[src/inc/tma_pkg.sv]
// Purpose: Shared constants for the temperature monitor register and alarm block
// Assumes: 50 MHz system clock
// Notes: Read and write addresses differ for several registers
package tma_pkg;

   // ------------------------------------------------------------
   // Timing
   // ------------------------------------------------------------
   localparam int unsigned TMA_CLK_HZ = 50_000_000;
   localparam int unsigned TMA_TIMEOUT_MS = 25;
   localparam int unsigned TMA_TIMEOUT_CYCLES = TMA_CLK_HZ / 1000 * TMA_TIMEOUT_MS;
   // Period between conversion cycles at the fastest rate code
   localparam int unsigned TMA_FAST_CONV_US = 31250;
   localparam int unsigned TMA_FAST_CONV_CYCLES = TMA_CLK_HZ / 1_000_000 * TMA_FAST_CONV_US;

   // ------------------------------------------------------------
   // Read addresses
   // ------------------------------------------------------------
   localparam logic [7:0] TMA_RD_LOCAL_VAL = 8'h00;
   localparam logic [7:0] TMA_RD_REMOTE_HI = 8'h01;
   localparam logic [7:0] TMA_RD_STATUS = 8'h02;
   localparam logic [7:0] TMA_RD_CONFIG = 8'h03;
   localparam logic [7:0] TMA_RD_RATE = 8'h04;
   localparam logic [7:0] TMA_RD_LOC_HLIM = 8'h05;
   localparam logic [7:0] TMA_RD_LOC_LLIM = 8'h06;
   localparam logic [7:0] TMA_RD_REM_HLIM_HI = 8'h07;
   localparam logic [7:0] TMA_RD_REM_LLIM_HI = 8'h08;
   localparam logic [7:0] TMA_RD_REMOTE_LO = 8'h10;
   localparam logic [7:0] TMA_RD_MAKER = 8'hFE;
   localparam logic [7:0] TMA_RD_REVISION = 8'hFF;

   // ------------------------------------------------------------
   // Write addresses (same-address registers share one constant)
   // ------------------------------------------------------------
   localparam logic [7:0] TMA_WR_CONFIG = 8'h09;
   localparam logic [7:0] TMA_WR_RATE = 8'h0A;
   localparam logic [7:0] TMA_WR_LOC_HLIM = 8'h0B;
   localparam logic [7:0] TMA_WR_LOC_LLIM = 8'h0C;
   localparam logic [7:0] TMA_WR_REM_HLIM_HI = 8'h0D;
   localparam logic [7:0] TMA_WR_REM_LLIM_HI = 8'h0E;
   localparam logic [7:0] TMA_WR_ONESHOT = 8'h0F;
   localparam logic [7:0] TMA_RW_OFFSET_HI = 8'h11;
   localparam logic [7:0] TMA_RW_OFFSET_LO = 8'h12;
   localparam logic [7:0] TMA_RW_REM_HLIM_LO = 8'h13;
   localparam logic [7:0] TMA_RW_REM_LLIM_LO = 8'h14;
   localparam logic [7:0] TMA_RW_REM_TRIP = 8'h19;
   localparam logic [7:0] TMA_RW_LOC_TRIP = 8'h20;
   localparam logic [7:0] TMA_RW_HYST = 8'h21;
   localparam logic [7:0] TMA_RW_FILTER = 8'h22;

   // ------------------------------------------------------------
   // Reset values
   // ------------------------------------------------------------
   localparam logic [7:0] TMA_RST_ZERO = 8'h00;
   localparam logic [7:0] TMA_RST_RATE = 8'h08;
   localparam logic [7:0] TMA_RST_HLIM = 8'h55;
   localparam logic [7:0] TMA_RST_TRIP = 8'h55;
   localparam logic [7:0] TMA_RST_HYST = 8'h0A;
   localparam logic [7:0] TMA_RST_FILTER = 8'h01;

   // ------------------------------------------------------------
   // Field positions
   // ------------------------------------------------------------
   localparam int TMA_ST_BUSY = 7;
   localparam int TMA_ST_LOC_OVER = 6;
   localparam int TMA_ST_LOC_UNDER = 5;
   localparam int TMA_ST_REM_OVER = 4;
   localparam int TMA_ST_REM_UNDER = 3;
   localparam int TMA_ST_OPEN = 2;
   localparam int TMA_ST_REM_TRIP = 1;
   localparam int TMA_ST_LOC_TRIP = 0;
   localparam int TMA_CFG_MASK = 7;
   localparam int TMA_CFG_STANDBY = 6;
   localparam int TMA_FLT_TIMEOUT = 7;
   localparam int TMA_FLT_CNT_LSB = 1;
   localparam logic [3:0] TMA_RATE_MAX = 4'h9;

   // Filter field 000/001/011/111 -> 1..4 results needed
   function automatic logic [2:0] tma_filter_need(input logic [2:0] f);
      return 3'(3'd1 + 3'(f[0]) + 3'(f[1]) + 3'(f[2]));
   endfunction

endpackage

[src/rtl/tma_conv_sched.sv]
// Purpose: Conversion scheduler: rate divider, standby, one-shot, busy
// Assumes: converter answers each adc_start with one adc_done pulse
// Notes: a cycle in progress finishes even if standby is set
`timescale 1ns/10ps
`default_nettype none
module tma_conv_sched
   import tma_pkg::*;
#(
   parameter int unsigned BASE_CYCLES = TMA_FAST_CONV_CYCLES
) (
   input wire logic clk,
   input wire logic rst,
   input wire logic standby,
   input wire logic oneshot,
   input wire logic [3:0] rate_code,
   input wire logic adc_done,
   output logic adc_start,
   output logic adc_remote,
   output logic busy
);

   typedef enum logic [1:0] {IDLE, LOCAL, REMOTE} tma_conv_type;
   tma_conv_type state_r;
   logic [31:0] wait_r;
   logic [3:0] code;
   logic [31:0] period;
   logic go;

   // Reserved codes behave as the fastest rate
   assign code = (rate_code > TMA_RATE_MAX) ? TMA_RATE_MAX : rate_code;
   assign period = 32'(BASE_CYCLES) << (TMA_RATE_MAX - code);
   assign go = (state_r == IDLE) && (standby ? oneshot : (wait_r >= period - 32'd1));
   assign busy = (state_r != IDLE);
   assign adc_remote = (state_r == REMOTE);

   // Local then remote, one start pulse per channel
   always_ff @(posedge clk or posedge rst) begin
      if (rst) begin
         state_r <= IDLE;
         wait_r <= 32'd0;
         adc_start <= 1'b0;
      end else begin
         adc_start <= 1'b0;
         wait_r <= (go || standby) ? 32'd0 : wait_r + 32'd1;
         case (state_r)
            IDLE: begin
               if (go) begin
                  state_r <= LOCAL;
                  adc_start <= 1'b1;
               end
            end
            LOCAL: begin
               if (adc_done) begin
                  state_r <= REMOTE;
                  adc_start <= 1'b1;
               end
            end
            REMOTE: begin
               if (adc_done) state_r <= IDLE;
            end
            default: state_r <= IDLE;
         endcase
      end
   end

endmodule
`default_nettype wire

[src/rtl/tma_filter.sv]
// Purpose: Consecutive out-of-limit counter for one limit comparison
// Assumes: sample is a one-cycle pulse per new measurement
// Notes: fire is combinational and valid only with sample
`timescale 1ns/10ps
`default_nettype none
module tma_filter
   import tma_pkg::*;
(
   input wire logic clk,
   input wire logic rst,
   input wire logic sample,
   input wire logic out_lim,
   input wire logic [2:0] need,
   output logic fire
);

   logic [2:0] cnt_r;
   logic [2:0] cnt_inc;

   // Saturate at four so a long excursion keeps firing
   assign cnt_inc = (cnt_r == 3'd4) ? cnt_r : cnt_r + 3'd1;
   assign fire = sample && out_lim && (cnt_inc >= need);

   // In-limit result restarts the run
   always_ff @(posedge clk or posedge rst) begin
      if (rst) begin
         cnt_r <= 3'd0;
      end else if (sample) begin
         cnt_r <= out_lim ? cnt_inc : 3'd0;
      end
   end

endmodule
`default_nettype wire

[src/rtl/tma_top.sv]
// Purpose: Register file, limit compare and alarm logic of a two-channel temperature monitor
// Assumes: byte-level serial front end on clk; converter handshake on clk
// Notes: open-drain outputs given as level plus enable; sensor_open_in is async
`timescale 1ns/10ps
`default_nettype none
module tma_top
   import tma_pkg::*;
#(
   parameter int unsigned TIMEOUT_CYCLES = TMA_TIMEOUT_CYCLES,
   parameter int unsigned CONV_BASE_CYCLES = TMA_FAST_CONV_CYCLES,
   // Arbitrary identity values
   parameter logic [7:0] MAKER_CODE = 8'h5A,
   parameter logic [7:0] REVISION_CODE = 8'h01
) (
   input wire logic clk,
   input wire logic rst,
   input wire logic bus_wr_valid,
   input wire logic bus_wr_first,
   input wire logic [7:0] bus_wr_data,
   input wire logic bus_rd_req,
   output logic [7:0] bus_rd_data,
   output logic bus_rd_valid,
   input wire logic bus_in_frame,
   input wire logic bus_active,
   output logic bus_timeout,
   input wire logic ara_done,
   output logic alert_pending,
   output logic adc_start,
   output logic adc_remote,
   input wire logic adc_done,
   input wire logic [10:0] adc_result,
   input wire logic sensor_open_in,
   output logic alert_n_o,
   output logic alert_n_oe,
   output logic therm_n_o,
   output logic therm_n_oe
);

   // ------------------------------------------------------------
   // Storage
   // ------------------------------------------------------------
   logic [7:0] ptr_r;
   logic wr_armed_r;
   logic [7:0] loc_val_r;
   logic [10:0] rem_val_r;
   logic [7:0] cfg_r;
   logic [7:0] rate_r;
   logic [7:0] loc_hlim_r;
   logic [7:0] loc_llim_r;
   logic [7:0] rem_hlim_hi_r;
   logic [7:0] rem_llim_hi_r;
   logic [7:0] rem_hlim_lo_r;
   logic [7:0] rem_llim_lo_r;
   logic [7:0] off_hi_r;
   logic [7:0] off_lo_r;
   logic [7:0] rem_trip_lim_r;
   logic [7:0] loc_trip_lim_r;
   logic [7:0] hyst_r;
   logic [7:0] filt_r;
   logic [4:0] sticky_r;
   logic [4:0] sticky_nxt;
   logic loc_trip_r;
   logic rem_trip_r;
   logic latch_r;
   logic latch_nxt;
   logic loc_upd_r;
   logic rem_upd_r;
   logic open_s1_r;
   logic open_s2_r;
   logic [31:0] idle_cnt_r;
   logic [7:0] rd_mux;

   // ------------------------------------------------------------
   // Offset add with clamp to the representable range
   // ------------------------------------------------------------
   function automatic logic [10:0] tma_apply_offset(input logic [10:0] raw, input logic [10:0] off);
      logic signed [12:0] sum;
      sum = $signed({2'b00, raw}) + $signed({{2{off[10]}}, off});
      if (sum < 13'sh0000) return 11'h000;
      else if (sum > 13'sh07FF) return 11'h7FF;
      else return sum[10:0];
   endfunction

   // ------------------------------------------------------------
   // Bus decode
   // ------------------------------------------------------------
   logic wr_data;
   logic rd_status;
   logic oneshot;
   logic standby;
   logic busy;

   // Data bytes only count after a pointer byte in the same frame
   assign wr_data = bus_wr_valid && !bus_wr_first && wr_armed_r;
   assign rd_status = bus_rd_req && (ptr_r == TMA_RD_STATUS);
   assign oneshot = wr_data && (ptr_r == TMA_WR_ONESHOT);
   assign standby = cfg_r[TMA_CFG_STANDBY];

   function automatic logic wr_hit(input logic [7:0] p, input logic [7:0] a);
      return p == a;
   endfunction

   // ------------------------------------------------------------
   // Conversion scheduling
   // ------------------------------------------------------------
   tma_conv_sched #(
      .BASE_CYCLES(CONV_BASE_CYCLES)
   ) u_sched (
      .clk(clk),
      .rst(rst),
      .standby(standby),
      .oneshot(oneshot),
      .rate_code(rate_r[3:0]),
      .adc_done(adc_done),
      .adc_start(adc_start),
      .adc_remote(adc_remote),
      .busy(busy)
   );

   // Open-sensor level comes from the analog side, so synchronise it
   always_ff @(posedge clk or posedge rst) begin
      if (rst) begin
         open_s1_r <= 1'b0;
         open_s2_r <= 1'b0;
      end else begin
         open_s1_r <= sensor_open_in;
         open_s2_r <= open_s1_r;
      end
   end

   // ------------------------------------------------------------
   // Measurement capture
   // ------------------------------------------------------------
   // Only the converter writes these; compare runs one cycle later
   always_ff @(posedge clk or posedge rst) begin
      if (rst) begin
         loc_val_r <= TMA_RST_ZERO;
         rem_val_r <= 11'h000;
         loc_upd_r <= 1'b0;
         rem_upd_r <= 1'b0;
      end else begin
         loc_upd_r <= adc_done && !adc_remote;
         rem_upd_r <= adc_done && adc_remote;
         if (adc_done && !adc_remote) loc_val_r <= adc_result[10:3];
         if (adc_done && adc_remote) begin
            rem_val_r <= tma_apply_offset(adc_result, {off_hi_r, off_lo_r[7:5]});
         end
      end
   end

   // ------------------------------------------------------------
   // Limit comparisons
   // ------------------------------------------------------------
   logic [10:0] rem_hlim;
   logic [10:0] rem_llim;
   logic loc_over;
   logic loc_under;
   logic rem_over;
   logic rem_under;
   logic [2:0] need;

   assign rem_hlim = {rem_hlim_hi_r, rem_hlim_lo_r[7:5]};
   assign rem_llim = {rem_llim_hi_r, rem_llim_lo_r[7:5]};
   assign loc_over = loc_val_r > loc_hlim_r;
   assign loc_under = loc_val_r < loc_llim_r;
   assign rem_over = rem_val_r > rem_hlim;
   assign rem_under = rem_val_r < rem_llim;
   assign need = tma_filter_need(filt_r[TMA_FLT_CNT_LSB +: 3]);

   // One counter per comparison so runs do not mix
   logic [3:0] fire;
   logic [3:0] smp;
   logic [3:0] lim;
   assign smp = {loc_upd_r, loc_upd_r, rem_upd_r, rem_upd_r};
   assign lim = {loc_over, loc_under, rem_over, rem_under};

   genvar gi;
   generate
      for (gi = 0; gi < 4; gi++) begin : g_filt
         tma_filter u_filt (
            .clk(clk),
            .rst(rst),
            .sample(smp[gi]),
            .out_lim(lim[gi]),
            .need(need),
            .fire(fire[gi])
         );
      end
   endgenerate

   // ------------------------------------------------------------
   // Sticky flags and alarm latch
   // ------------------------------------------------------------
   logic [4:0] cause;
   logic [4:0] setv;
   logic [4:0] clrv;

   // Order: local over, local under, remote over, remote under, open
   assign cause = {lim, open_s2_r};
   assign setv = {fire, rem_upd_r && open_s2_r};
   // Read clears only flags whose cause has gone; set wins
   assign clrv = rd_status ? ~cause : 5'b00000;
   assign sticky_nxt = (sticky_r & ~clrv) | setv;

   // Latch releases on address service once cause and flags are gone
   assign latch_nxt = (|sticky_r) || (latch_r && !(ara_done && !(|cause)));

   always_ff @(posedge clk or posedge rst) begin
      if (rst) begin
         sticky_r <= 5'b00000;
         latch_r <= 1'b0;
      end else begin
         sticky_r <= sticky_nxt;
         latch_r <= latch_nxt;
      end
   end

   // ------------------------------------------------------------
   // Thermal trip with shared hysteresis
   // ------------------------------------------------------------
   logic loc_trip_set;
   logic loc_trip_rel;
   logic rem_trip_set;
   logic rem_trip_rel;

   // Release at or below limit minus hysteresis; 9-bit sum avoids wrap
   assign loc_trip_set = loc_val_r > loc_trip_lim_r;
   assign loc_trip_rel = ({1'b0, loc_val_r} + {1'b0, hyst_r}) <= {1'b0, loc_trip_lim_r};
   assign rem_trip_set = rem_val_r[10:3] > rem_trip_lim_r;
   assign rem_trip_rel = ({1'b0, rem_val_r[10:3]} + {1'b0, hyst_r}) <= {1'b0, rem_trip_lim_r};

   // Clears by itself, no host service needed
   always_ff @(posedge clk or posedge rst) begin
      if (rst) begin
         loc_trip_r <= 1'b0;
         rem_trip_r <= 1'b0;
      end else begin
         if (loc_upd_r) loc_trip_r <= loc_trip_set || (loc_trip_r && !loc_trip_rel);
         if (rem_upd_r) rem_trip_r <= rem_trip_set || (rem_trip_r && !rem_trip_rel);
      end
   end

   // ------------------------------------------------------------
   // Pins
   // ------------------------------------------------------------
   // Mask hides the pin and alert_pending; the latch still records the event
   assign alert_n_o = 1'b0;
   assign alert_n_oe = latch_r && !cfg_r[TMA_CFG_MASK];
   assign alert_pending = alert_n_oe;
   assign therm_n_o = 1'b0;
   assign therm_n_oe = loc_trip_r || rem_trip_r;

   // ------------------------------------------------------------
   // Bus timeout
   // ------------------------------------------------------------
   logic to_run;
   logic to_hit;
   assign to_run = filt_r[TMA_FLT_TIMEOUT] && bus_in_frame && !bus_active;
   assign to_hit = to_run && (idle_cnt_r >= TIMEOUT_CYCLES - 32'd1);

   always_ff @(posedge clk or posedge rst) begin
      if (rst) begin
         idle_cnt_r <= 32'd0;
         bus_timeout <= 1'b0;
      end else begin
         bus_timeout <= to_hit;
         idle_cnt_r <= (to_run && !to_hit) ? idle_cnt_r + 32'd1 : 32'd0;
      end
   end

   // ------------------------------------------------------------
   // Pointer and register writes
   // ------------------------------------------------------------
   // Abandoned transaction drops its pending data phase
   always_ff @(posedge clk or posedge rst) begin
      if (rst) begin
         ptr_r <= TMA_RST_ZERO;
         wr_armed_r <= 1'b0;
      end else begin
         if (bus_wr_valid && bus_wr_first) begin
            ptr_r <= bus_wr_data;
            wr_armed_r <= 1'b1;
         end else if (to_hit || !bus_in_frame) begin
            wr_armed_r <= 1'b0;
         end
      end
   end

   // Unlisted addresses fall through untouched; one-shot stores nothing
   always_ff @(posedge clk or posedge rst) begin
      if (rst) begin
         cfg_r <= TMA_RST_ZERO;
         rate_r <= TMA_RST_RATE;
         loc_hlim_r <= TMA_RST_HLIM;
         loc_llim_r <= TMA_RST_ZERO;
         rem_hlim_hi_r <= TMA_RST_HLIM;
         rem_llim_hi_r <= TMA_RST_ZERO;
         rem_hlim_lo_r <= TMA_RST_ZERO;
         rem_llim_lo_r <= TMA_RST_ZERO;
         off_hi_r <= TMA_RST_ZERO;
         off_lo_r <= TMA_RST_ZERO;
         rem_trip_lim_r <= TMA_RST_TRIP;
         loc_trip_lim_r <= TMA_RST_TRIP;
         hyst_r <= TMA_RST_HYST;
         filt_r <= TMA_RST_FILTER;
      end else if (wr_data) begin
         if (wr_hit(ptr_r, TMA_WR_CONFIG)) cfg_r <= bus_wr_data & 8'hC0;
         if (wr_hit(ptr_r, TMA_WR_RATE)) rate_r <= bus_wr_data;
         if (wr_hit(ptr_r, TMA_WR_LOC_HLIM)) loc_hlim_r <= bus_wr_data;
         if (wr_hit(ptr_r, TMA_WR_LOC_LLIM)) loc_llim_r <= bus_wr_data;
         if (wr_hit(ptr_r, TMA_WR_REM_HLIM_HI)) rem_hlim_hi_r <= bus_wr_data;
         if (wr_hit(ptr_r, TMA_WR_REM_LLIM_HI)) rem_llim_hi_r <= bus_wr_data;
         if (wr_hit(ptr_r, TMA_RW_REM_HLIM_LO)) rem_hlim_lo_r <= bus_wr_data;
         if (wr_hit(ptr_r, TMA_RW_REM_LLIM_LO)) rem_llim_lo_r <= bus_wr_data;
         if (wr_hit(ptr_r, TMA_RW_OFFSET_HI)) off_hi_r <= bus_wr_data;
         if (wr_hit(ptr_r, TMA_RW_OFFSET_LO)) off_lo_r <= bus_wr_data;
         if (wr_hit(ptr_r, TMA_RW_REM_TRIP)) rem_trip_lim_r <= bus_wr_data;
         if (wr_hit(ptr_r, TMA_RW_LOC_TRIP)) loc_trip_lim_r <= bus_wr_data;
         if (wr_hit(ptr_r, TMA_RW_HYST)) hyst_r <= bus_wr_data;
         if (wr_hit(ptr_r, TMA_RW_FILTER)) filt_r <= bus_wr_data;
      end
   end

   // ------------------------------------------------------------
   // Read path
   // ------------------------------------------------------------
   logic [7:0] status;
   assign status = {busy, sticky_r[4:1], sticky_r[0], rem_trip_r, loc_trip_r};

   // Write-only and unused addresses read as zero
   always_comb begin
      case (ptr_r)
         TMA_RD_LOCAL_VAL: rd_mux = loc_val_r;
         TMA_RD_REMOTE_HI: rd_mux = rem_val_r[10:3];
         TMA_RD_STATUS: rd_mux = status;
         TMA_RD_CONFIG: rd_mux = cfg_r;
         TMA_RD_RATE: rd_mux = rate_r;
         TMA_RD_LOC_HLIM: rd_mux = loc_hlim_r;
         TMA_RD_LOC_LLIM: rd_mux = loc_llim_r;
         TMA_RD_REM_HLIM_HI: rd_mux = rem_hlim_hi_r;
         TMA_RD_REM_LLIM_HI: rd_mux = rem_llim_hi_r;
         TMA_RD_REMOTE_LO: rd_mux = {rem_val_r[2:0], 5'b00000};
         TMA_RW_OFFSET_HI: rd_mux = off_hi_r;
         TMA_RW_OFFSET_LO: rd_mux = off_lo_r;
         TMA_RW_REM_HLIM_LO: rd_mux = rem_hlim_lo_r;
         TMA_RW_REM_LLIM_LO: rd_mux = rem_llim_lo_r;
         TMA_RW_REM_TRIP: rd_mux = rem_trip_lim_r;
         TMA_RW_LOC_TRIP: rd_mux = loc_trip_lim_r;
         TMA_RW_HYST: rd_mux = hyst_r;
         TMA_RW_FILTER: rd_mux = filt_r;
         TMA_RD_MAKER: rd_mux = MAKER_CODE;
         TMA_RD_REVISION: rd_mux = REVISION_CODE;
         default: rd_mux = TMA_RST_ZERO;
      endcase
   end

   // Data captured with the request, before the status clear lands
   always_ff @(posedge clk or posedge rst) begin
      if (rst) begin
         bus_rd_data <= TMA_RST_ZERO;
         bus_rd_valid <= 1'b0;
      end else begin
         bus_rd_valid <= bus_rd_req;
         if (bus_rd_req) bus_rd_data <= rd_mux;
      end
   end

endmodule
`default_nettype wire

[config.mk]
export PLATFORM = sky130hd
export DESIGN_NAME = tma_top
export DESIGN_NICKNAME = d
export VERILOG_FILES = /design/src/inc/tma_pkg.sv /design/src/rtl/tma_conv_sched.sv /design/src/rtl/tma_filter.sv /design/src/rtl/tma_top.sv
export SDC_FILE = /design/constraint.sdc
export NUM_CORES = 1
export LEC_CHECK = 0
export BUFFER_PORTS_ARGS = -buffer_cell sky130_fd_sc_hd__buf_4
export CAP_MARGIN = 15
export CORE_MARGIN = 10
export CORE_UTILIZATION = 42
export CTS_CLUSTER_SIZE = 12
export DETAILED_ROUTE_END_ITERATION = 10
export SLEW_MARGIN = 30
export SYNTH_ARGS = -nofsm -noshare
export SYNTH_HDL_FRONTEND = slang
export SYNTH_SLANG_ARGS = --single-unit
[constraint.sdc]
create_clock -name clk -period 8.3 [get_ports clk]
set_input_delay 1.66 -clock clk [delete_from_list [all_inputs] [get_ports clk]]
set_output_delay 1.66 -clock clk [all_outputs]
set_load 0.005 [all_outputs]
* Word-level counts from Yosys, hierarchy flattened *
Index checks and enable logic that the tools add are counted.

storage, ports and cells
  register bits = 235
  word-level logic and storage cells = 196

operators by class
  add/sub/neg operators = 14
  magnitude comparators = 17
  equality and inequality tests = 35
  shifts and indexed selects = 1
  multiplexer cells = 25
  bitwise operators = 4
  reductions and logical operators = 63

operators by type and width
  kind                   number
  $pmux 8 s20            1
  $add 32x1->32 const B  2
  $eq 8x4->1 const B     8
  $mux 32                2
  $eq 8x5->1 const B     6
  $eq 8x3->1 const B     4
  $ge 32x21->1 const B   1
  $ge 32x32->1           1
  $shl 21x4->32 const A  1
  $sub 32x1->32 const B  1
  $reduce_and 2->1       14
  $logic_and 1x1->1      26
  $eq 8x6->1 const B     3
  $gt 8x8->1             3
  $mux 3                 8
  $mux 11                2
  $add 8x8->9            2
  $le 9x8->1             2
  $eq 8x2->1 const B     2
  $eq 8x8->1 const B     2
  $add 12x11->13         1
  $gt 13x12->1 const B   1
  $lt 13x1->1 const B    1
  $add 3x1->3 const B    4
  other kinds (31)       61

* Longest topological paths before layout *
Gate-level depths: netlist (run 1).

  depth in word-level cells = 10
  depth in mapped cells = 17

* Modules after synthesis *
Synthesis (run 1) repeated with hierarchy kept, for this count alone.

second synthesis, totals
  cells, all modules = 1,607
  area, all modules = 15,912.8 um^2

by module, submodules not included
  module          times used  cells each  area an instance (um^2)  sequential area each (um^2)
  tma_top         1           1,126       11,571.1                 4,729.5
  tma_conv_sched  1           357         3,315.7                  875.8
  tma_filter      4           31          256.5                    75.1

* Worst setup path before layout (run 1) *
No wires, ideal clock.

  kind = register to register
  start point = reg rate_r[3]
  end point = reg u_sched.wait_r[23]
  library setup time = 132 ps
  arrival time = 3,821 ps
  data required time = 8,168 ps
  path slack = 4,347 ps
  cell stages (with the launch flop) = 17
  period minus slack after synthesis = 3,953 ps
  path through = dfstp_2 > clkbuf_1 > clkbuf_1 > nand2b_1 > ha_1 > clkbuf_1 > xor2_1 > clkbuf_1 > o21ai_0 > ha_1 > nand4_1 > nor4_1 > nand2_1 > a31oi_1 > a311o_1 > clkbuf_1 > nor2_1

between the ends
  cells in the longest elaborated chain, start to end = 10

RTL lines
  element                 line                  RTL
  from (decl)             tma_top.sv:47         logic [7:0] rate_r;
  from (signal assigned)  tma_top.sv:308        if (wr_hit(ptr_r, TMA_WR_RATE)) rate_r <= bus_wr_data;
  $gt 4x4->1              tma_conv_sched.sv:30  assign code = (rate_code > TMA_RATE_MAX) ? TMA_RATE_MAX : rate_code;
  $mux 4 *                tma_conv_sched.sv:30
  $sub 4x4->4 *           tma_conv_sched.sv:31  assign period = 32'(BASE_CYCLES) << (TMA_RATE_MAX - code);
  $shl 21x4->32 *         tma_conv_sched.sv:31
  $sub 32x1->32 *         tma_conv_sched.sv:32  assign go = (state_r == IDLE) && (standby ? oneshot : (wait_r >= period - 32'd1));
  $ge 32x32->1 *          tma_conv_sched.sv:32
  $mux 1 *                tma_conv_sched.sv:32
  $logic_and 1x1->1 *     tma_conv_sched.sv:32
  $logic_or 1x1->1 *      tma_conv_sched.sv:44  wait_r <= (go || standby) ? 32'd0 : wait_r + 32'd1;
  $mux 32 *               tma_conv_sched.sv:44
  to (signal assigned)    tma_conv_sched.sv:44
  to (decl)               tma_conv_sched.sv:24  logic [31:0] wait_r;

Every way passes the cells marked *; elsewhere a longest branch is shown, timed or not.
A chain may end at the register's enable or synchronous reset.

* Worst setup path after layout (run 1) *
  start point = reg rate_r[3]
  end point = reg u_sched.wait_r[18]

Same word-level chain as after synthesis.

==> summary.txt, run 1 <==
status: complete, no violations
Nets: 1787
sequential power share: 39.3%
final WL: 42600 um
Syn Std Cell Area: 0.0152 sq mm
core footprint: 0.0357 sq mm
CTS Buf Count: 29
HPWL after detailed placement: 31300 um
Setup Skew: 0.0211 ns
total negative slack: 0 ns
cell row count: 69
Die Span Y: 211 um
most common cell after layout, fill and taps aside: dfrtp_1
Ant. Diodes: 0
FF+latch count, synth: 235
first-pass GRT wire length: 68000 um
post-DR wirelength/cell: 20.4 um
Sink Count: 235
RD Place Congestion: 0.943
grt ovf: 0
H-tree depth: 1
area grow syn2layout: 11.8%
share of layout cells above drive strength 1: 16.3%
Net Sw Frac: 32.0%
CP max stage cell: ha_1
DR pass1 iterations: 5
Max stage delay on crit path: 0.89 ns
RSZ-0062 raised after global routing: false
synth unique cells: 81
highest clock rate: 0.211 GHz
Tot Pwr: 0.00361 W
Int Pwr: 0.00245 W
Root Buffer: clkbuf_16
pre-CTS setup slack: 3.53 ns
DR vias: 11900
drt first-iter violations: 787
max-slew violation count: 0
Leak: 7.84 nW
Critical Path RT: 8.74 ns
Worst-path clk slew: 0.06 ns
crit end category: register
ranking of synthesized cells by area: dfrtp_1 35%, ha_1 12%, mux2_2 7.2%
sequential-to-total area share from yosys stat: 38.7%
crit path DAT: 5.18 ns
Die Area: 0.0443 sq mm
worst vdd ir: 0.140 mV
Setup WS post-layout: 3.56 ns
# Post-CTS Setup Buffers: 0
YS warnings: 0
ys flop type: dfrtp_1
largest area contributor in the netlist: dfrtp_1
most frequent cells in the layout: 214 x dfrtp_1, 152 x ha_1, 141 x nand2_1, 115 x nor2_1, 103 x o21ai_0
FFs w/ async S/R, synth: 100%
Worst-Skew Late Latency: 0.57 ns
antenna viol nets, final: 0
cell area after layout: 0.0170 sq mm
min cycle time layout: 4.74 ns
Avg Cell Area, Syn: 9.72 sq um
chip width: 211 um
Setup CP Type: register to register
CTS tree: done
Max Buffers Root-to-Sink: 3
FILL cells: 3358
DR vias/cell: 5.70
Net Sw Power: 0.00116 W
worst path bufs/invs: 2
number of synthesized flops with an enable pin: 0
Hold Buf Count CTS: 0
largest net degree at the start of global routing: 141
crit-path cells: nor2b_1 -> inv_1 -> ha_1 -> nand2_1 -> o221ai_1 -> ha_1 -> nand4_1 -> nor4_1 -> nand2_1 -> a31oi_1 -> a311o_1 -> buf_4 -> nor2_1
Hold Violations, Final: 0
worst relative slew slack: 36.3%
Clk pwr share: 38.2%
Remaining DRCs: 0
Cells after Synth: 1569
Hold Path Class: register to register
Power Density: 212 mW/mm^2
port bufs: 43
io pins: 46
Max-cap violations: 0
CP delay by family, top: simple AND/OR/NAND/NOR gates
# resized after CTS: 0
top cell type's share of synthesized area: 35.3%
GR Util All Layers: 19.2%
initial antenna violation count: 0
Setup-failing EPs final: 0
number of global-route vias before repair: 12000
Max FO, Critical Path: 32
Setup crit start kind: register
dpl cell area: 0.0160 sq mm
Initial Util: 42.8%
Final Cycle Share: 57.1%
Gate power share: 22.5%
worst-margin pin slew: 0.932 ns
[worst reg2reg max path: cells and delay by family, from the launching register on]
family,cells,cell delay (ns)
AOI/OAI and AO/OA,3,1.01
DFF,1,0.45
buffers and inverters,2,0.58
adders and majority gates,2,1.09
and+or+nand+nor,6,1.47
[flip-flops by register name (all words and copies together), names as in the netlist, 8 cells and up]
signal and cells:
loc_trip_lim_r 8, loc_val_r 8, rem_trip_lim_r 8, rem_hlim_lo_r 8, rem_llim_hi_r 8, loc_hlim_r 8
bus_rd_data 8, rem_hlim_hi_r 8, u_sched.wait_r 32, off_hi_r 8, rem_llim_lo_r 8, g_filt.u_filt.cnt_r 12
hyst_r 8, rate_r 8, rem_val_r 11, loc_llim_r 8, off_lo_r 8, ptr_r 8
idle_cnt_r 32, filt_r 8
[metrics by stage]
| stage | hold slack (ns) | utilization (%) | instances |
|---|---|---|---|
| after floorplan | 0.331 | - | 1581 |
| after global placement | 0.339 | 44.9 | 2033 |
| after detailed placement | 0.335 | 44.9 | 2033 |
| after CTS | 0.347 | 47.8 | 2087 |
| after global routing | 0.361 | 47.8 | 2087 |
| final | 0.346 | 47.8 | 2087 |
[kinds of logic (layout without fill, tap and decap cells)]
| family | Yosys count | after routing | share of synthesized area [%] |
|---|---|---|---|
| AOI/OAI and AO/OA | 328 | 328 | 13.9 |
| xor gates and xnor gates | 74 | 74 | 4.25 |
| adders and majority gates | 155 | 155 | 12.9 |
| buffers and inverters | 162 | 207 | 4.30 |
| DFF | 235 | 235 | 38.7 |
| muxes | 125 | 125 | 9.91 |
| other | 1 | 13 | 0.0246 |
| and+or+nand+nor | 489 | 489 | 16.1 |
[power by group through the flow]
| stage | clock network, W | logic (W) | registers (W) |
|---|---|---|---|
| detailed placement | 0 | 0.000805 | 0.00143 |
| floorplan | 0 | 0.000619 | 0.00135 |
| global placement | 0 | 0.000779 | 0.00143 |
| CTS | 0.00141 | 0.000814 | 0.00141 |
| global route | 0.00145 | 0.000920 | 0.00143 |
| finish | 0.00138 | 0.000811 | 0.00142 |
[cells in the mapped netlist, types with 6 or more instances]
| cell type | n |
|---|---|
| nand2_1 | 141 |
| a21o_1 | 19 |
| nand3_1 | 43 |
| nor2_1 | 115 |
| nor2_2 | 15 |
| xnor2_1 | 41 |
| mux4_2 | 11 |
| and4_1 | 6 |
| o22ai_1 | 12 |
| ha_1 | 152 |
| o2bb2ai_1 | 8 |
| a21oi_1 | 65 |
| inv_1 | 102 |
| mux2i_1 | 16 |
| dfrtp_1 | 215 |
| nand4_1 | 33 |
| or2_2 | 6 |
| nand2b_1 | 18 |
| mux2_2 | 97 |
| a211oi_1 | 14 |
| and3_1 | 10 |
| xor2_1 | 33 |
| a31oi_1 | 9 |
| o21ai_0 | 103 |
| nand3b_1 | 7 |
| nor4_1 | 14 |
| buf_2 | 14 |
| nor2b_1 | 26 |
| o221ai_1 | 6 |
| o21a_1 | 15 |
| nor3_1 | 29 |
| dfstp_2 | 20 |
| o211ai_1 | 12 |
| a22oi_1 | 10 |
| clkbuf_1 | 36 |
[final cells by class]
cell class / count / area [sq um] / share of cell area, %
timing repair buffer: 51 / 395 / 2.32
clock buffer: 36 / 782 / 4.59
multi-input combinational: 1184 / 8740 / 51.3
clock inverter: 18 / 256 / 1.50
inverter: 102 / 390 / 2.29
tap: 461 / 577 / 3.38
sequential: 235 / 5910 / 34.7
[routing by layer]
| metal | GRT usage, % | up-vias | part of all wire [%] |
|---|---|---|---|
| li1 | - | 5682 | - |
| met1 | 25.6 | 5834 | 46 |
| met2 | 31.0 | 286 | 46 |
| met3 | 3.43 | 92 | 5.2 |
| met4 | 6.14 | 0 | 3.2 |
| met5 | 0 | - | 0 |
[worst paths after layout]
path | slack (ns) | endpoint | startpoint | depth (start not counted)
setup / recovery | 3.56 | u_sched.wait_r[18] | rate_r[3] | 13
hold / removal | 0.35 | open_s2_r | open_s1_r | 0
setup reg to reg | 3.56 | u_sched.wait_r[18] | rate_r[3] | 13
hold reg to reg | 0.35 | open_s2_r | open_s1_r | 0
max in group asynchronous | 5.89 | loc_val_r[1] | rst | 3
min in group asynchronous | 1.15 | u_sched.wait_r[24] | rst | 2
Note: power is estimated with default switching activity, not from simulation.
==> run 2, diff against run 1 <==
--- a/config.mk
+++ b/config.mk
@@ -5,6 +5,7 @@
 export SDC_FILE = /design/constraint.sdc
 export NUM_CORES = 1
 export LEC_CHECK = 0
+export ABC_AREA = 1
 export BUFFER_PORTS_ARGS = -buffer_cell sky130_fd_sc_hd__buf_4
 export CAP_MARGIN = 15
 export CORE_MARGIN = 10
==> constraint.sdc (replaced) <==
create_clock -name clk -period 4.1 [get_ports clk]
set_input_delay 0.82 -clock clk [delete_from_list [all_inputs] [get_ports clk]]
set_output_delay 0.82 -clock clk [all_outputs]
set_load 0.005 [all_outputs]
==> run 2 against run 1 <==
  * Critical path depth grew 7
  * Clock-buffer cell count grew 10
  * Worst setup slack lost 3.2 ns
  * First-iteration DRC count grew 30%
  * Sequential power grew 110%
  * Critical endpoint is now u_sched.wait_r[6]
  * Largest cell class unchanged
==> summary.txt, run 2 <==
Power Density: 434 mW/mm^2
hold_sp: open_s1_r
Avg Cell Area, Syn: 7.50 sq um
ys flop type: dfrtp_1
FILL cells: 3637
number of synthesized flops with an enable pin: 0
synth cell count leaders: 610 x nand2_1, 236 x inv_1, 215 x dfrtp_1
Post-Place Cells: 2541
reg2reg path depth: 20
most common cell after layout, fill and taps aside: nand2_1
final WL: 45800 um
worst vdd ir: 0.311 mV
wire length on met2: 20900 um
DR WL met3: 2130 um
drt first-iter violations: 1020
ranking of synthesized cells by area: dfrtp_1 35%, nand2_1 15%, ha_1 12%
most frequent cells in the layout: 610 x nand2_1, 234 x inv_1, 215 x dfrtp_1, 204 x nor2_1, 152 x ha_1
sequential-to-total area share from yosys stat: 38.4%
largest family of logic cells by synthesized area: simple AND/OR/NAND/NOR gates
GR Util All Layers: 20.4%
area grow syn2layout: 11.8%
Setup Skew: 0.0312 ns
mux cell area share after synthesis: 0%
largest net degree at the start of global routing: 64
total negative slack: 0 ns
Setup CP Type: register to register
top flop regs: idle_cnt_r: 32 flops, u_sched.wait_r: 32 flops, g_filt.u_filt.cnt_r: 12 flops
top layer in use: met4
Sink Count: 235
Tot Pwr: 0.00747 W
synth unique cells: 45
Final Cycle Share: 89.9%
initial antenna violation count: 1
min cycle time layout: 3.69 ns
largest area contributor in the netlist: dfrtp_1
WL met1: 21700 um
final std cells w/o fill: 2597
Max-cap violations: 0
Die Area: 0.0447 sq mm
Leak: 8.41 nW
Setup-failing EPs final: 0
post-synthesis compound-gate area fraction: 8.75%
CTS tree: done
Core Util, Final: 47.4%
core footprint: 0.0363 sq mm
RD Place Congestion: 0.925
number of global-route vias before repair: 12800
worst r2r src: rate_r[3]
top cell type's share of synthesized area: 35.0%
grt ovf: 0
Syn Std Cell Area: 0.0154 sq mm
Worst Hold Path Cells: 0
DR pass1 iterations: 5
worst relative slew slack: 41.6%
RSZ-0062 raised after global routing: false
H-tree depth: 1
Cells after Synth: 2053
share of layout cells above drive strength 1: 7.47%
Critical Path RT: 4.56 ns
port bufs: 43
highest clock rate: 0.271 GHz
DR vias: 13500
Worst-Skew Late Latency: 0.57 ns
chip width: 211 um
Hold Violations, Final: 0
Setup crit start kind: register
Hold Path Class: register to register
count leader, synth: nand2_1
YS warnings: 0
Hold Slack: 0.360 ns
CTS Buf Count: 28
post-DR wirelength/cell: 17.6 um
Max FO, Critical Path: 32
Worst-path clk slew: 0.06 ns
Max Buffers Root-to-Sink: 3
antenna viol nets, final: 0
Root Buffer: clkbuf_16
crit end category: register
cell row count: 70
CP startpoint: rate_r[3]
Ant. Diodes: 0
Synth Area in Simple Gates: 28.8%
adder-cell share of the synthesized area: 12.7%
first-pass GRT wire length: 72200 um
Nets: 2291
crit path DAT: 4.15 ns
FFs w/ async S/R, synth: 100%
Initial Util: 42.3%
worst-margin pin slew: 0.876 ns
Remaining DRCs: 0
DR vias/cell: 5.19
Die Span Y: 211 um
xor/xnor share of the synthesized area: 3.93%
status: complete, no violations
io pins: 46
HPWL after detailed placement: 34300 um
max-slew violation count: 0
FF+latch count, synth: 235
run 2: cell count changes in the layout (fill, tap and decap cells not counted), moves of 12 or more:
cell / previous run / this run
o21ai_1: 2 / 32
nand2b_1: 18 / 0
a21o_1: 19 / 4
nor2b_1: 26 / 1
a211oi_1: 14 / 0
nand3_1: 43 / 134
o21ai_0: 103 / 115
nand2_1: 141 / 610
mux2_2: 97 / 0
xnor2_1: 41 / 27
mux2i_1: 16 / 0
inv_1: 101 / 234
nor2_1: 115 / 204
run 2: kinds of logic (layout without fill, tap and decap cells):
group / count (synthesis) / count (layout)
simple gates: 1053 / 1053
buf+inv: 285 / 349
compound gates: 255 / 255
flops: 235 / 235
fa+ha+maj: 155 / 155
xor+xnor: 69 / 69
other cells: 1 / 13
run 2: final cells by class:
class                      count  area [sq um]  share of cell area (%)
timing repair inverter         1          5.00                  0.0291
multi-input combinational   1545          8400                    48.8
clock inverter                 6          80.1                   0.465
inverter                     240           908                    5.28
timing repair buffer          56           470                    2.73
clock buffer                  46           860                    4.99
sequential                   235          5910                    34.3
tap                          468           586                    3.40
run 2: final timing paths:
path | endpoint | slack, ns
setup / recovery | u_sched.wait_r[6] | 0.41
hold / removal | open_s2_r | 0.36
setup reg to reg | u_sched.wait_r[6] | 0.41
hold reg to reg | open_s2_r | 0.36
max in group asynchronous | u_sched.wait_r[14] | 2.78
min in group asynchronous | rem_hlim_hi_r[1] | 0.42
run 2: power by group:
part / switching, W / total [W] / internal, W
Sequential: 0.000381 / 0.00293 / 0.00255
Combinational: 0.00123 / 0.00201 / 0.000776
Clock: 0.000986 / 0.00253 / 0.00154
run 2: per-stage QoR:
stage | instance area, sq um | worst slack [ns]
global placement | 16200 | 0.386
detailed placement | 16200 | 0.346
global route | 17200 | 0.0400
floorplan | 15400 | 0.218
CTS | 17200 | 0.326
finish | 17200 | 0.412
run 2: metal layers:
metal / vias to the layer above / track usage [%]
met2: 317 / 32.6
met3: 57 / 2.01
met1: 6371 / 28.8
met4: 0 / 5.90
met5: - / 0
li1: 6740 / -
run 2: repair_timing:
item | CTS | global route
endpoints found under the setup margin | 0 | 32
hold buffers | 0 | 0
setup buffers | 0 | 3
gates resized for setup | 0 | 1
run 2: critical path, stage by stage, from the launching register on:
cell	delay [ns]
dfstp_2	0.57
inv_1	0.11
o21ai_2	0.25
ha_1	0.31
inv_1	0.29
nor2_1	0.18
inv_1	0.13
a31oi_1	0.09
a31oi_1	0.26
ha_1	0.31
a21o_1	0.16
nor2_1	0.11
nand2_1	0.06
nand2_1	0.05
nand2_1	0.04
nor2_1	0.09
nand2_1	0.07
nand2_1	0.11
nand2_1	0.10
buf_12	0.17
nor2_1	0.12
==> run 3, diff against run 2 <==
--- a/config.mk
+++ b/config.mk
@@ -5,7 +5,7 @@
 export SDC_FILE = /design/constraint.sdc
 export NUM_CORES = 1
 export LEC_CHECK = 0
-export ABC_AREA = 1
+export ABC_AREA = 0
 export BUFFER_PORTS_ARGS = -buffer_cell sky130_fd_sc_hd__buf_4
 export CAP_MARGIN = 15
 export CORE_MARGIN = 10
==> constraint.sdc (replaced) <==
create_clock -name clk -period 3.9 [get_ports clk]
set_input_delay 0.78 -clock clk [delete_from_list [all_inputs] [get_ports clk]]
set_output_delay 0.78 -clock clk [all_outputs]
set_load 0.005 [all_outputs]
==> run 3 against run 2 <==
  * Flip-flop and latch count unchanged
  * Sequential power up 3%
  * Largest power group unchanged
  * Routed wire length down 5.2%
  * Worst hold slack worse by 0.024 ns
  * Combinational power down 12%
  * Total power up 1.6%
  * Critical path type unchanged
  * Register-to-register slack worse by 0.13 ns
  * Highest routed layer unchanged
  * Maximum frequency up 2.1%
  * Non-clock buffer count up 17
  * Clock power up 11%
==> summary.txt, run 3 (synthesis gave the netlist of run 1 again) <==
met1 usage: 26.3%
DR vias: 12100
antenna viol nets, final: 0
Setup Skew: 0.0261 ns
chip width: 211 um
Setup crit start kind: register
met3 Track Usage GR: 2.91%
Root Buffer: clkbuf_16
total negative slack: 0 ns
Register Area: 0.00591 sq mm
Core Util, Final: 48.3%
worst vdd ir: 0.339 mV
Sink Count: 235
most frequent cells in the layout: 214 x dfrtp_1, 152 x ha_1, 141 x nand2_1, 115 x nor2_1, 103 x o21ai_0
worst path bufs/invs: 2
max-slew violation count: 0
Setup-failing EPs final: 0
number of global-route vias before repair: 12000
area of the multi-input gates: 0.00876 sq mm
Leak: 7.95 nW
DR vias/cell: 5.73
Hold Path Class: input pin to asynchronous set/reset pin
cell row count: 69
status: complete, no violations
Die Area: 0.0443 sq mm
highest clock rate: 0.277 GHz
area grow syn2layout: 12.9%
FILL cells: 3347
Hold Slack: 0.336 ns
Hold Buf Count CTS: 0
worst-margin pin slew: 0.870 ns
crit end category: register
Nets: 1809
RD Place Congestion: 0.947
largest net degree at the start of global routing: 57
CP max stage cell: ha_1
Power Density: 441 mW/mm^2
top flop regs: idle_cnt_r: 32 flops, u_sched.wait_r: 32 flops, g_filt.u_filt.cnt_r: 12 flops
final WL: 43400 um
Die Span Y: 211 um
CP delay by family, top: compound AO/OA/AOI/OAI gates
Ant. Diodes: 0
worst relative slew slack: 40.5%
Max stage delay on crit path: 0.56 ns
first-pass GRT wire length: 68400 um
io pins: 46
Initial Util: 42.8%
DR pass1 iterations: 5
drt first-iter violations: 691
grt ovf: 0
HPWL after detailed placement: 32700 um
RSZ-0062 raised after global routing: false
Remaining DRCs: 0
CTS Buf Count: 29
GR Util All Layers: 19.4%
Hold Violations, Final: 0
Max Buffers Root-to-Sink: 3
H-tree depth: 1
crit-path cells: nor2b_1 -> inv_1 -> ha_1 -> nand2_1 -> and3_1 -> ha_1 -> a21o_1 -> a21oi_1 -> o211ai_1 -> a311o_1 -> a311o_1 -> buf_4 -> nor2_1
Critical Path RT: 4.39 ns
# Post-CTS Setup Buffers: 0
initial antenna violation count: 1
crit path DAT: 4.11 ns
min cycle time layout: 3.61 ns
Tot Pwr: 0.00759 W
Max-cap violations: 0
Max FO, Critical Path: 16
most common cell after layout, fill and taps aside: dfrtp_1
GR peak layer: met2
share of layout cells above drive strength 1: 17.4%
Worst-path clk slew: 0.06 ns
Worst-Skew Late Latency: 0.57 ns
port bufs: 43
global routing usage on met2: 30.9%
CTS tree: done
Final Cycle Share: 92.6%
core footprint: 0.0357 sq mm
post-DR wirelength/cell: 20.6 um
Setup CP Type: register to register
[run 3: where the power goes]
part           internal (W)  total (W)  switching (W)
logic              0.000768    0.00177       0.000998
clock network       0.00174    0.00281        0.00107
registers           0.00266    0.00301       0.000355
total               0.00516    0.00759        0.00242
[run 3: stage by stage]
| stage | setup slack, ns | cell area [sq um] | cells |
|---|---|---|---|
| 6_report | 0.287 | 17200 | 2108 |
| 5_1_grt | 0.0124 | 17200 | 2108 |
| 4_1_cts | 0.236 | 17200 | 2108 |
| 3_5_place_dp | 0.262 | 16200 | 2055 |
| 3_3_place_gp | 0.392 | 16200 | 2055 |
| 2_1_floorplan | 0.0584 | 15300 | 1581 |
[run 3: final timing paths]
kind / start / to / slack [ns] / cells after the start
worst max-delay path: rate_r[1] / u_sched.wait_r[24] / 0.29 / 13
worst min-delay path: rst / u_sched.wait_r[20] / 0.34 / 2
worst max register to register: rate_r[1] / u_sched.wait_r[24] / 0.29 / 13
worst min register to register: open_s1_r / open_s2_r / 0.36 / 0
max in group asynchronous: rst / rem_hlim_hi_r[4] / 2.72 / 3
min in group clk: sensor_open_in / open_s1_r / 0.34 / 1
[run 3: per-layer routing]
layer  part of all wire [%]  routed length [um]  up-vias
met5                      0                   0        -
met4                    3.8                1650        0
met3                    5.4                2340       87
met2                     46               19800      307
met1                     45               19600     5918
li1                       -                   -     5761
[run 3: area by class of cell]
cell class,count,share of cell area (%)
repair buffers,73,3.40
flip-flops and latches,235,34.3
multi-input cells,1184,50.9
well taps,461,3.35
inverters,102,2.25
clock inverters,12,0.981
clock buffers,41,4.83
[run 3: repair_timing]
action                     CTS  global route
setup endpoints to repair    0            32
hold endpoints to repair     0             0
resized for setup            0             2
